--- src/safe_io_params.svh ---
// What this block does
// - AND both channels, deliver result and each channel's value
// - Disagreeing channels give combined zero; a forced-sampled input under test follows the other channel
// - Invert each channel before the AND
// - Forced sampling enabled per input by configuration
// - Self-test sampling at most every 168 hours
// - Low level reads zero, the safe state
// - Static levels outside self-test sampling
// - Each computer gets both channels' values
// - Estop or crash starts controlled stop
// - Outputs off during controlled stop at standstill or timeout
// - At most one operating unit active
// - Stop keys never filtered out
// - Filter keys before scan, overwrite markers
// - Requests and acknowledgments on both channels
// - Open doors request safety function per group
// - Report groups with effective permission pressed
// - Operating mode picks effective permission source
// - Either estop channel zero stops, top priority
`ifndef SAFE_IO_PARAMS_SVH
`define SAFE_IO_PARAMS_SVH

`define SIO_CLK_HZ         25000000
`define SIO_SELFTEST_H     168
`define SIO_SCAN_TIME_US   1000
`define SIO_TEST_TIME_US   100
`define SIO_NDOOR          4
`define SIO_NPERMIT        2
`define SIO_NESTOP         2
`define SIO_NSAFE          8
`define SIO_NGROUP         4
`define SIO_NUNIT          2
`define SIO_NKEY           8
`define SIO_NOUT           4
`define SIO_PERMIT_HW      0
`define SIO_PERMIT_PANEL   1
`define SIO_STOP_KEY_MASK  8'h01

`define SIO_REG_INV_A      8'h00
`define SIO_REG_INV_B      8'h04
`define SIO_REG_FSAMP      8'h08
`define SIO_REG_MODE       8'h0c
`define SIO_REG_SAFEOUT    8'h10
`define SIO_REG_TIMEOUT    8'h14
`define SIO_REG_GROUPMAP   8'h18
`define SIO_REG_PBMAP      8'h1c
`define SIO_REG_STATUS     8'h20
`define SIO_REG_MARKERS    8'h24
`define SIO_REG_RAW        8'h28

`define SIO_MODE_HW_BIT    0
`define SIO_MODE_UNIT_BIT  1
`define SIO_MODE_TEST_BIT  8
`define SIO_MODE_CLR_BIT   9
`define SIO_STAT_FAIL_BIT  4
`define SIO_STAT_MISM_BIT  5
`define SIO_TIMEOUT_RST    32'h0000_ffff

`endif

--- src/safe_io_pkg.sv ---
package safe_io_pkg;

   typedef struct packed {
      logic        psel;
      logic        penable;
      logic        pwrite;
      logic [7:0]  paddr;
      logic [31:0] pwdata;
   } apb_req_type;

   typedef struct packed {
      logic        pready;
      logic        pslverr;
      logic [31:0] prdata;
   } apb_rsp_type;

   // Bit order of every safe-input vector: estop, permit, door (msb first)
   typedef struct packed {
      logic [1:0] estop;
      logic [1:0] permit;
      logic [3:0] door;
   } marker_type;

   typedef struct packed {
      logic a1;
      logic a2;
      logic b1;
      logic b2;
   } sync_state_type;

   typedef enum logic [1:0] {T_IDLE, T_CHAN_A, T_CHAN_B} test_state_type;

   typedef struct packed {
      logic [7:0]     inv_a;
      logic [7:0]     inv_b;
      logic [7:0]     fsamp;
      logic           hw_mode;
      logic           unit_sel;
      logic [3:0]     out_req;
      logic [31:0]    timeout;
      logic [7:0]     group_map;
      logic [7:0]     pb_map;
      marker_type     marker;
      logic [15:0]    keys;
      logic [15:0]    scan_cnt;
      logic [47:0]    st_cnt;
      test_state_type tst;
      logic [15:0]    tst_cnt;
      logic           tst_fail;
      logic           stop;
      logic           stop_fault;
      logic [31:0]    off_cnt;
      logic           out_off;
      logic           mismatch;
      logic           rsp_err;
      logic [31:0]    rdata;
   } state_type;

endpackage

--- src/safe_io_gating.sv ---
// Chosen here: the placing of the registers and the APB interface to the registers.
`timescale 1ns/100ps
`default_nettype none
`include "safe_io_params.svh"

module safe_io_gating #(
   parameter int          NSAFE    = `SIO_NSAFE,
   parameter int          NGROUP   = `SIO_NGROUP,
   parameter int          NUNIT    = `SIO_NUNIT,
   parameter int          NKEY     = `SIO_NKEY,
   parameter logic [15:0] SCAN_CYC = 16'(`SIO_SCAN_TIME_US * (`SIO_CLK_HZ / 1000000)),
   parameter logic [15:0] TEST_CYC = 16'(`SIO_TEST_TIME_US * (`SIO_CLK_HZ / 1000000)),
   parameter logic [47:0] ST_CYC   = 48'(64'(`SIO_SELFTEST_H) * 64'd3600 * 64'(`SIO_CLK_HZ))
) (
   // Clock and reset
   input  wire logic                      clk,
   input  wire logic                      arst_n,
   // APB slave
   input  wire safe_io_pkg::apb_req_type  apb_req,
   output safe_io_pkg::apb_rsp_type       apb_rsp,
   // Field contacts, channel A and channel B
   input  wire safe_io_pkg::marker_type   contact_a,
   input  wire safe_io_pkg::marker_type   contact_b,
   // Test supply outputs feeding the contacts
   output logic                           test_out_a,
   output logic                           test_out_b,
   // Channel computers
   output safe_io_pkg::marker_type        marker_a,
   output safe_io_pkg::marker_type        marker_b,
   output logic [7:0]                     view_a_own,
   output logic [7:0]                     view_a_other,
   output logic [7:0]                     view_b_own,
   output logic [7:0]                     view_b_other,
   input  wire logic                      sw_crash,
   // Safety kernel
   input  wire logic                      all_standstill,
   input  wire logic                      stop_ack_a,
   input  wire logic                      stop_ack_b,
   output logic                           controlled_stop_a,
   output logic                           controlled_stop_b,
   output logic                           controlled_stop_fault,
   output logic [3:0]                     group_guard_req,
   output logic [3:0]                     group_permit,
   // Safe outputs, both channels
   output logic [3:0]                     safe_out_a,
   output logic [3:0]                     safe_out_b,
   // Operating units
   input  wire logic [15:0]               keys_in,
   output logic [15:0]                    key_marker,
   output logic [1:0]                     unit_active
);
   if (NSAFE != `SIO_NSAFE || NGROUP != `SIO_NGROUP || NUNIT != `SIO_NUNIT ||
       NKEY != `SIO_NKEY || SCAN_CYC == 16'h0000 || TEST_CYC < 16'h0003) begin : g_bad_param
      $error("safe_io_gating: unsupported parameter values");
   end

   safe_io_pkg::state_type s_r, s_nxt;

   logic [7:0] raw_a, raw_b, vw_a, vw_b, comb, skip_a, skip_b;
   logic       wr, rd, scan_tick, trip, unit_ok;

   // only configured inputs are tested; their contacts hang on test_out
   assign skip_a = (s_r.tst == safe_io_pkg::T_CHAN_A) ? s_r.fsamp : 8'h00;
   assign skip_b = (s_r.tst == safe_io_pkg::T_CHAN_B) ? s_r.fsamp : 8'h00;

   for (genvar i = 0; i < NSAFE; i++) begin : g_pair
      safe_chan_pair u_pair (
         .clk      (clk),
         .arst_n   (arst_n),
         .pin_a    (contact_a[i]),
         .pin_b    (contact_b[i]),
         .inv_a    (s_r.inv_a[i]),
         .inv_b    (s_r.inv_b[i]),
         .skip_a   (skip_a[i]),
         .skip_b   (skip_b[i]),
         .raw_a    (raw_a[i]),
         .raw_b    (raw_b[i]),
         .view_a   (vw_a[i]),
         .view_b   (vw_b[i]),
         .combined (comb[i])
      );
   end

   assign wr        = apb_req.psel & apb_req.penable & apb_req.pwrite;
   assign rd        = apb_req.psel & ~apb_req.pwrite;
   assign scan_tick = (s_r.scan_cnt == SCAN_CYC - 16'h0001);
   // either estop channel low trips at once, not waiting for the scan
   assign trip      = ~&comb[7:6];

   always_comb begin
      s_nxt = s_r;
      s_nxt.scan_cnt = scan_tick ? 16'h0000 : s_r.scan_cnt + 16'h0001;

      // Register writes
      if (wr) begin
         unique case (apb_req.paddr)
            `SIO_REG_INV_A:    s_nxt.inv_a = apb_req.pwdata[7:0];
            `SIO_REG_INV_B:    s_nxt.inv_b = apb_req.pwdata[7:0];
            `SIO_REG_FSAMP:    s_nxt.fsamp = apb_req.pwdata[7:0];
            `SIO_REG_MODE: begin
               s_nxt.hw_mode  = apb_req.pwdata[`SIO_MODE_HW_BIT];
               s_nxt.unit_sel = apb_req.pwdata[`SIO_MODE_UNIT_BIT];
            end
            `SIO_REG_SAFEOUT:  s_nxt.out_req   = apb_req.pwdata[3:0];
            `SIO_REG_TIMEOUT:  s_nxt.timeout   = apb_req.pwdata;
            `SIO_REG_GROUPMAP: s_nxt.group_map = apb_req.pwdata[7:0];
            `SIO_REG_PBMAP:    s_nxt.pb_map    = apb_req.pwdata[7:0];
            `SIO_REG_STATUS: begin
               if (apb_req.pwdata[`SIO_STAT_FAIL_BIT]) begin
                  s_nxt.tst_fail = 1'b0;
               end
               if (apb_req.pwdata[`SIO_STAT_MISM_BIT]) begin
                  s_nxt.mismatch = 1'b0;
               end
            end
            default: ;
         endcase
      end

      // filter keys and refresh all markers on the same scan tick
      if (scan_tick) begin
         s_nxt.marker = comb;
         for (int u = 0; u < NUNIT; u++) begin
            // stop keys pass from every unit
            s_nxt.keys[u*NKEY +: NKEY] = keys_in[u*NKEY +: NKEY] &
               (((u == int'(s_r.unit_sel)) ? 8'hff : 8'h00) | `SIO_STOP_KEY_MASK);
         end
      end
      if (trip) begin
         s_nxt.marker.estop = comb[7:6];
      end

      // self-test at most every interval, or on software request
      // test supplies otherwise stay static high
      s_nxt.st_cnt = s_r.st_cnt + 48'h1;
      unique case (s_r.tst)
         safe_io_pkg::T_IDLE: begin
            if (s_r.st_cnt >= ST_CYC - 48'h1 ||
                (wr && apb_req.paddr == `SIO_REG_MODE && apb_req.pwdata[`SIO_MODE_TEST_BIT])) begin
               s_nxt.tst     = safe_io_pkg::T_CHAN_A;
               s_nxt.tst_cnt = 16'h0000;
               s_nxt.st_cnt  = 48'h0;
            end
         end
         safe_io_pkg::T_CHAN_A, safe_io_pkg::T_CHAN_B: begin
            s_nxt.tst_cnt = s_r.tst_cnt + 16'h0001;
            if (s_r.tst_cnt == TEST_CYC - 16'h0001) begin
               // Unpowered contact must read zero on the channel under test
               if (((s_r.tst == safe_io_pkg::T_CHAN_A ? raw_a : raw_b) & s_r.fsamp) != 8'h00) begin
                  s_nxt.tst_fail = 1'b1;
               end
               s_nxt.tst_cnt = 16'h0000;
               s_nxt.tst = (s_r.tst == safe_io_pkg::T_CHAN_A) ? safe_io_pkg::T_CHAN_B
                                                               : safe_io_pkg::T_IDLE;
            end
         end
         default: s_nxt.tst = safe_io_pkg::T_IDLE;
      endcase

      // estop or crash latches the stop; release needs a clear with no cause
      if (trip || sw_crash) begin
         s_nxt.stop       = 1'b1;
         s_nxt.stop_fault = s_r.stop_fault | sw_crash;
      end else if (wr && apb_req.paddr == `SIO_REG_MODE && apb_req.pwdata[`SIO_MODE_CLR_BIT]) begin
         s_nxt.stop       = 1'b0;
         s_nxt.stop_fault = 1'b0;
      end

      // during a stop, outputs off at standstill or when the timer expires
      if (!s_r.stop) begin
         s_nxt.off_cnt = 32'h0;
         s_nxt.out_off = 1'b0;
      end else begin
         if (s_r.off_cnt != 32'hffff_ffff) begin
            s_nxt.off_cnt = s_r.off_cnt + 32'h1;
         end
         if (all_standstill || s_r.off_cnt >= s_r.timeout) begin
            s_nxt.out_off = 1'b1;
         end
      end

      if (stop_ack_a != stop_ack_b) begin
         s_nxt.mismatch = 1'b1;
      end

      // Read data, registered for the access phase
      s_nxt.rsp_err = 1'b0;
      s_nxt.rdata   = 32'h0;
      if (rd) begin
         unique case (apb_req.paddr)
            `SIO_REG_INV_A:    s_nxt.rdata[7:0] = s_r.inv_a;
            `SIO_REG_INV_B:    s_nxt.rdata[7:0] = s_r.inv_b;
            `SIO_REG_FSAMP:    s_nxt.rdata[7:0] = s_r.fsamp;
            `SIO_REG_MODE:     s_nxt.rdata[1:0] = {s_r.unit_sel, s_r.hw_mode};
            `SIO_REG_SAFEOUT:  s_nxt.rdata[3:0] = s_r.out_req;
            `SIO_REG_TIMEOUT:  s_nxt.rdata      = s_r.timeout;
            `SIO_REG_GROUPMAP: s_nxt.rdata[7:0] = s_r.group_map;
            `SIO_REG_PBMAP:    s_nxt.rdata[7:0] = s_r.pb_map;
            `SIO_REG_STATUS:   s_nxt.rdata[5:0] = {s_r.mismatch, s_r.tst_fail,
                                                  s_r.tst != safe_io_pkg::T_IDLE,
                                                  s_r.out_off, s_r.stop_fault, s_r.stop};
            `SIO_REG_MARKERS:  s_nxt.rdata[7:0] = s_r.marker;
            `SIO_REG_RAW:      s_nxt.rdata      = {8'h00, raw_b, 8'h00, raw_a};
            default:           s_nxt.rsp_err    = 1'b1;
         endcase
      end
   end

   always_ff @(posedge clk or negedge arst_n) begin
      if (!arst_n) begin
         s_r         <= '0;
         s_r.timeout <= `SIO_TIMEOUT_RST;
      end else begin
         s_r <= s_nxt;
      end
   end

   // No wait state: read data is captured in the setup cycle
   assign apb_rsp.pready  = 1'b1;
   assign apb_rsp.pslverr = s_r.rsp_err & apb_req.psel & apb_req.penable;
   assign apb_rsp.prdata  = s_r.rdata;

   assign test_out_a = (s_r.tst != safe_io_pkg::T_CHAN_A);
   assign test_out_b = (s_r.tst != safe_io_pkg::T_CHAN_B);

   // both computers see the same combined markers
   assign marker_a = s_r.marker;
   assign marker_b = s_r.marker;
   // each computer sees its own and the other channel
   assign view_a_own   = vw_a;
   assign view_a_other = vw_b;
   assign view_b_own   = vw_b;
   assign view_b_other = vw_a;

   // stop request sent on both channels
   assign controlled_stop_a     = s_r.stop;
   assign controlled_stop_b     = s_r.stop;
   assign controlled_stop_fault = s_r.stop_fault;
   assign safe_out_a            = s_r.out_off ? 4'h0 : s_r.out_req;
   assign safe_out_b            = s_r.out_off ? 4'h0 : s_r.out_req;

   assign key_marker  = s_r.keys;
   assign unit_active = s_r.unit_sel ? 2'b10 : 2'b01;

   // mode selects handwheel or panel permission
   assign unit_ok = s_r.hw_mode ? s_r.marker.permit[`SIO_PERMIT_HW]
                                : s_r.marker.permit[`SIO_PERMIT_PANEL];

   for (genvar g = 0; g < NGROUP; g++) begin : g_grp
      // group guarded when its space's door is open
      // each group maps to exactly one space
      assign group_guard_req[g] = ~s_r.marker.door[s_r.group_map[2*g +: 2]];
      assign group_permit[g] = unit_ok &
         (s_r.hw_mode ? s_r.pb_map[g] : s_r.pb_map[4+g]);
   end

endmodule
`default_nettype wire

--- src/safe_chan_pair.sv ---
`timescale 1ns/100ps
`default_nettype none
`include "safe_io_params.svh"

module safe_chan_pair (
   // Clock and reset
   input  wire logic clk,
   input  wire logic arst_n,
   // Field contacts, one per channel
   input  wire logic pin_a,
   input  wire logic pin_b,
   // Configuration
   input  wire logic inv_a,
   input  wire logic inv_b,
   input  wire logic skip_a,
   input  wire logic skip_b,
   // Results
   output logic      raw_a,
   output logic      raw_b,
   output logic      view_a,
   output logic      view_b,
   output logic      combined
);
   safe_io_pkg::sync_state_type s_r, s_nxt;

   always_comb begin
      s_nxt    = s_r;
      s_nxt.a1 = pin_a;
      s_nxt.a2 = s_r.a1;
      s_nxt.b1 = pin_b;
      s_nxt.b2 = s_r.b1;
   end

   always_ff @(posedge clk or negedge arst_n) begin
      if (!arst_n) begin
         s_r <= '0;
      end else begin
         s_r <= s_nxt;
      end
   end

   assign raw_a  = s_r.a2;
   assign raw_b  = s_r.b2;
   assign view_a = s_r.a2 ^ inv_a;
   assign view_b = s_r.b2 ^ inv_b;
   // AND of both channels; a channel under test defers to the other
   assign combined = (view_a | skip_a) & (view_b | skip_b);

endmodule
`default_nettype wire

--- config.mk ---
export PLATFORM = sky130hd
export DESIGN_NAME = safe_io_gating
export DESIGN_NICKNAME = d
export VERILOG_FILES = /design/src/safe_io_pkg.sv /design/src/safe_io_gating.sv /design/src/safe_chan_pair.sv
export VERILOG_INCLUDE_DIRS = /design/src
export SDC_FILE = /design/constraint.sdc
export NUM_CORES = 1
export LEC_CHECK = 0
export ABC_AREA = 1
export BUFFER_PORTS_ARGS = -buffer_cell sky130_fd_sc_hd__buf_2
export CAP_MARGIN = 15
export CORE_UTILIZATION = 53
export DETAILED_ROUTE_END_ITERATION = 16
export PLACE_DENSITY = 0.82
export SYNTH_ARGS = -nofsm -noshare
export SYNTH_HDL_FRONTEND = slang
export SYNTH_SLANG_ARGS = --single-unit
--- constraint.sdc ---
create_clock -name clk -period 1.9 [get_ports clk]
set_input_delay 0.38 -clock clk [delete_from_list [all_inputs] [get_ports clk]]
set_output_delay 0.38 -clock clk [all_outputs]
set_load 0.005 [all_outputs]
==> flow_summary.toml <==
[route]
wl_per_cell_um = 18.1
drt-initial-drc-count = 1708
firstDrtPassIters = 6
via_per_inst = 5.57
vias = 15100
routed_wirelength_um = 49200
drc = 0
ant_nets = 0

[clock_network]
root_buffer = "clkbuf_16"
clk_path_buf_depth = 3
cts_buffers = 31
h-tree-depth = 1
tritoncts = "done"
cts_sinks = 286
clk_latency_ns = 0.57
clk_pin_slew_worst_paths_ns = 0.06

[worst_setup_path]
ff2ff_path_depth = 6
critPathCaptureType = "primary output"
path_max_fanout = 4
rrSetupSlack_ns = -0.07
worstPathRequired_ns = 1.52
critical_path_class = "reg2out"
startpoint_type = "flip-flop"
timing.rr.end = "s_r[69]"
timing.critical_path.arrival_ns = 1.66
rr_startpoint = "s_r[86]"

[grt]
antenna_found_initial = 0
grt.overflow.total = 0
grt_max_degree = 59
grt_pass1_wl_um = 76600
grt_pass1_vias = 14600
grtUsageTotal_pct = 31.6

[placed_design]
gp_congestion = 0.975
portBuffers = 200
place_inst = 2592
hpwl_um = 35600
pre_cts_ws_ns = -0.108

[synth]
yosysWarnings = 0
synth-simple-area-share_pct = 25.8
ys_types = 50
synth_cells = 2024
synth-main-ff-cell = "dfrtp_1"
syn_area_um2 = 15900
synth_top_family_by_area = "simple AND/OR/NAND/NOR gates"
ys_seq_area_share_pct = 45.2
syn_area_per_cell_um2 = 7.84
synthAdderAreaFrac_pct = 3.15
ys_seq_elements = 286
synth_xor_xnor_area_share_pct = 3.48
synthMuxAreaShare_pct = 0
synth_compound_area_share_pct = 10.1
syn_nets = 2145
synthArstFlopShare_pct = 100
synth_edf_count = 0

[floorplanning]
num_rows = 62
die_area_um2 = 30600
start_util_pct = 54.5
ios = 202
die_h_um = 175
die_w_um = 175
core_um2 = 29100

[layout]
final_cells = 2716
syn_to_final_growth_pct = 24.7
drive_above_1_share_pct = 27.0
fin_nets = 2427
fillers = 2385

[timing]
max_freq_ghz = 0.491
grt_setup_unrepaired = "true"
setup_ws_ns = -0.137
final.setup.tns_ns = -0.660
period_share_pct = 107
fin_worst_skew_ns = 0.0108
slew_violations = 0
hold_viol_final = 0
setup_viol = 10
fin_crit_ns = 2.04

[power]
irDropWorstVdd_v = 0.000671
total_power_uw = 14400
power.leakage_uw = 0.00996
power_density_nw_per_um2 = 730

[outcome]
status = "finished, violations left"
failed_checks = "negative setup slack"

[worst_hold_path]
hold_path.class = "in2reg"
holdCritStartpoint = "keys_in[0]"
worstHoldEndpoint = "key_marker[0]"
hold_depth = 3

[run]
drv_cap = 0
-- synthesized netlist by cell type (13+ instances only) --
| cell type | instances | area share [%] |
|---|---|---|
| nand2_1 | 449 | 11 |
| dfrtp_1 | 270 | 43 |
| inv_1 | 243 | 5.7 |
| nor2_1 | 199 | 4.7 |
| a21oi_1 | 121 | 3.8 |
| nand3_1 | 116 | 3.7 |
| o21ai_0 | 114 | 3.6 |
| buf_4 | 106 | 5.0 |
| nor3_1 | 77 | 2.4 |
| xor2_1 | 56 | 3.1 |
| ha_1 | 40 | 3.2 |
| clkbuf_1 | 34 | 0.80 |
| nand4_1 | 34 | 1.3 |
| o22ai_1 | 19 | 0.75 |
| dfstp_2 | 16 | 2.6 |
| o31ai_1 | 16 | 0.76 |
| or2_2 | 14 | 0.55 |
| nor4_1 | 13 | 0.51 |
-- critical path, stage by stage (launching register included) --
cell and delay, ns:
dfrtp_2 0.44, inv_2 0.09, a21oi_2 0.07, a22oi_2 0.31, buf_2 0.18
-- where the power goes --
group	switching, uW	internal [uW]	total [uW]
Clock	2570	3870	6440
Combinational	919	560	1480
Sequential	218	6310	6520
Total	3700	10700	14400
-- worst max path at each step --
stage	slack, ns	endpoint	cells past startpoint	startpoint
after floorplan	0.03	s_r[81]	13	s_r[88]
after global placement	-0.04	s_r[90]	12	apb_req[38]
after detailed placement	-0.11	s_r[150]	10	s_r[136]
after CTS	-0.09	group_guard_req[3]	4	marker_a[3]
after global routing	-0.15	group_guard_req[3]	4	marker_a[2]
final	-0.14	group_guard_req[3]	4	s_r[190]
-- flip-flops by register name, summed over array words and instances, names as in the netlist --
signal / count
controlled_stop_a: 1
marker_a: 8
s_r: 196
g_pair.u_pair.s_nxt: 16
apb_rsp: 32
key_marker: 16
g_pair.u_pair.raw_a: 8
g_pair.u_pair.raw_b: 8
controlled_stop_fault: 1
-- cell families (layout without fill, tap and decap cells) --
| group | count (synthesis) | after routing |
|---|---|---|
| buffers and inverters | 402 | 709 |
| adders and majority gates | 40 | 40 |
| AOI/OAI and AO/OA | 296 | 296 |
| and+or+nand+nor | 936 | 936 |
| other | 1 | 2 |
| DFF | 286 | 286 |
| xor gates and xnor gates | 63 | 63 |
-- cells in the final DEF, fill, tap and decap left out, drive strengths merged, types with 2 or more instances in the layout --
cell type / instances
nand2: 457
buf: 380
dfrtp: 270
inv: 249
nor2: 202
a21oi: 122
nand3: 118
o21ai: 118
nor3: 85
xor2: 56
clkbuf: 41
ha: 40
nand4: 35
o22ai: 19
dlygate4sd3: 18
o31ai: 16
dfstp: 16
nor4: 14
or2: 14
clkinv: 8
clkinvlp: 7
xnor2: 7
and3: 6
bufinv: 5
o211ai: 4
nor3b: 3
o221ai: 3
a22oi: 3
o21bai: 2
a31oi: 2
a21o: 2
nand3b: 2
o21a: 2
-- metrics by stage --
step | instance area [um^2] | utilization, % | hold WS, ns
floorplan | 15900 | - | 0.0844
global placement | 17500 | 60.1 | 0.280
detailed placement | 17500 | 60.1 | 0.281
CTS | 19200 | 66.0 | 0.0154
global route | 19800 | 68.0 | 0.0436
finish | 19800 | 68.0 | 0.0228
-- area by class of cell --
cell class	instances	area [um^2]	share of cell area, %
multi-input combinational	1336	7320	37.0
timing repair buffer	399	2750	13.9
inverter	252	961	4.86
tap	384	480	2.43
sequential	286	7190	36.3
clock inverter	17	226	1.14
clock buffer	41	863	4.36
antenna	1	2.50	0.0126
-- routing by layer --
layer / global-route usage, % / vias to the layer above / share of wire (%)
met5: 0 / - / 0
met4: 10.3 / 0 / 3.5
met3: 4.13 / 127 / 7.9
met2: 51.9 / 731 / 47
met1: 43.4 / 7261 / 41
li1: - / 7012 / -
-- repair_timing --
| action | in CTS | in global routing |
|---|---|---|
| gates cloned | 1 | 1 |
| buffers inserted | 30 | 15 |
| gates resized for setup | 70 | 123 |
| pin swaps | 14 | 33 |
| endpoints found under the hold margin | 45 | 0 |
| endpoints found under the setup margin | 58 | 107 |
| hold buffers | 18 | 0 |
Power figures use the tool's default switching activity.
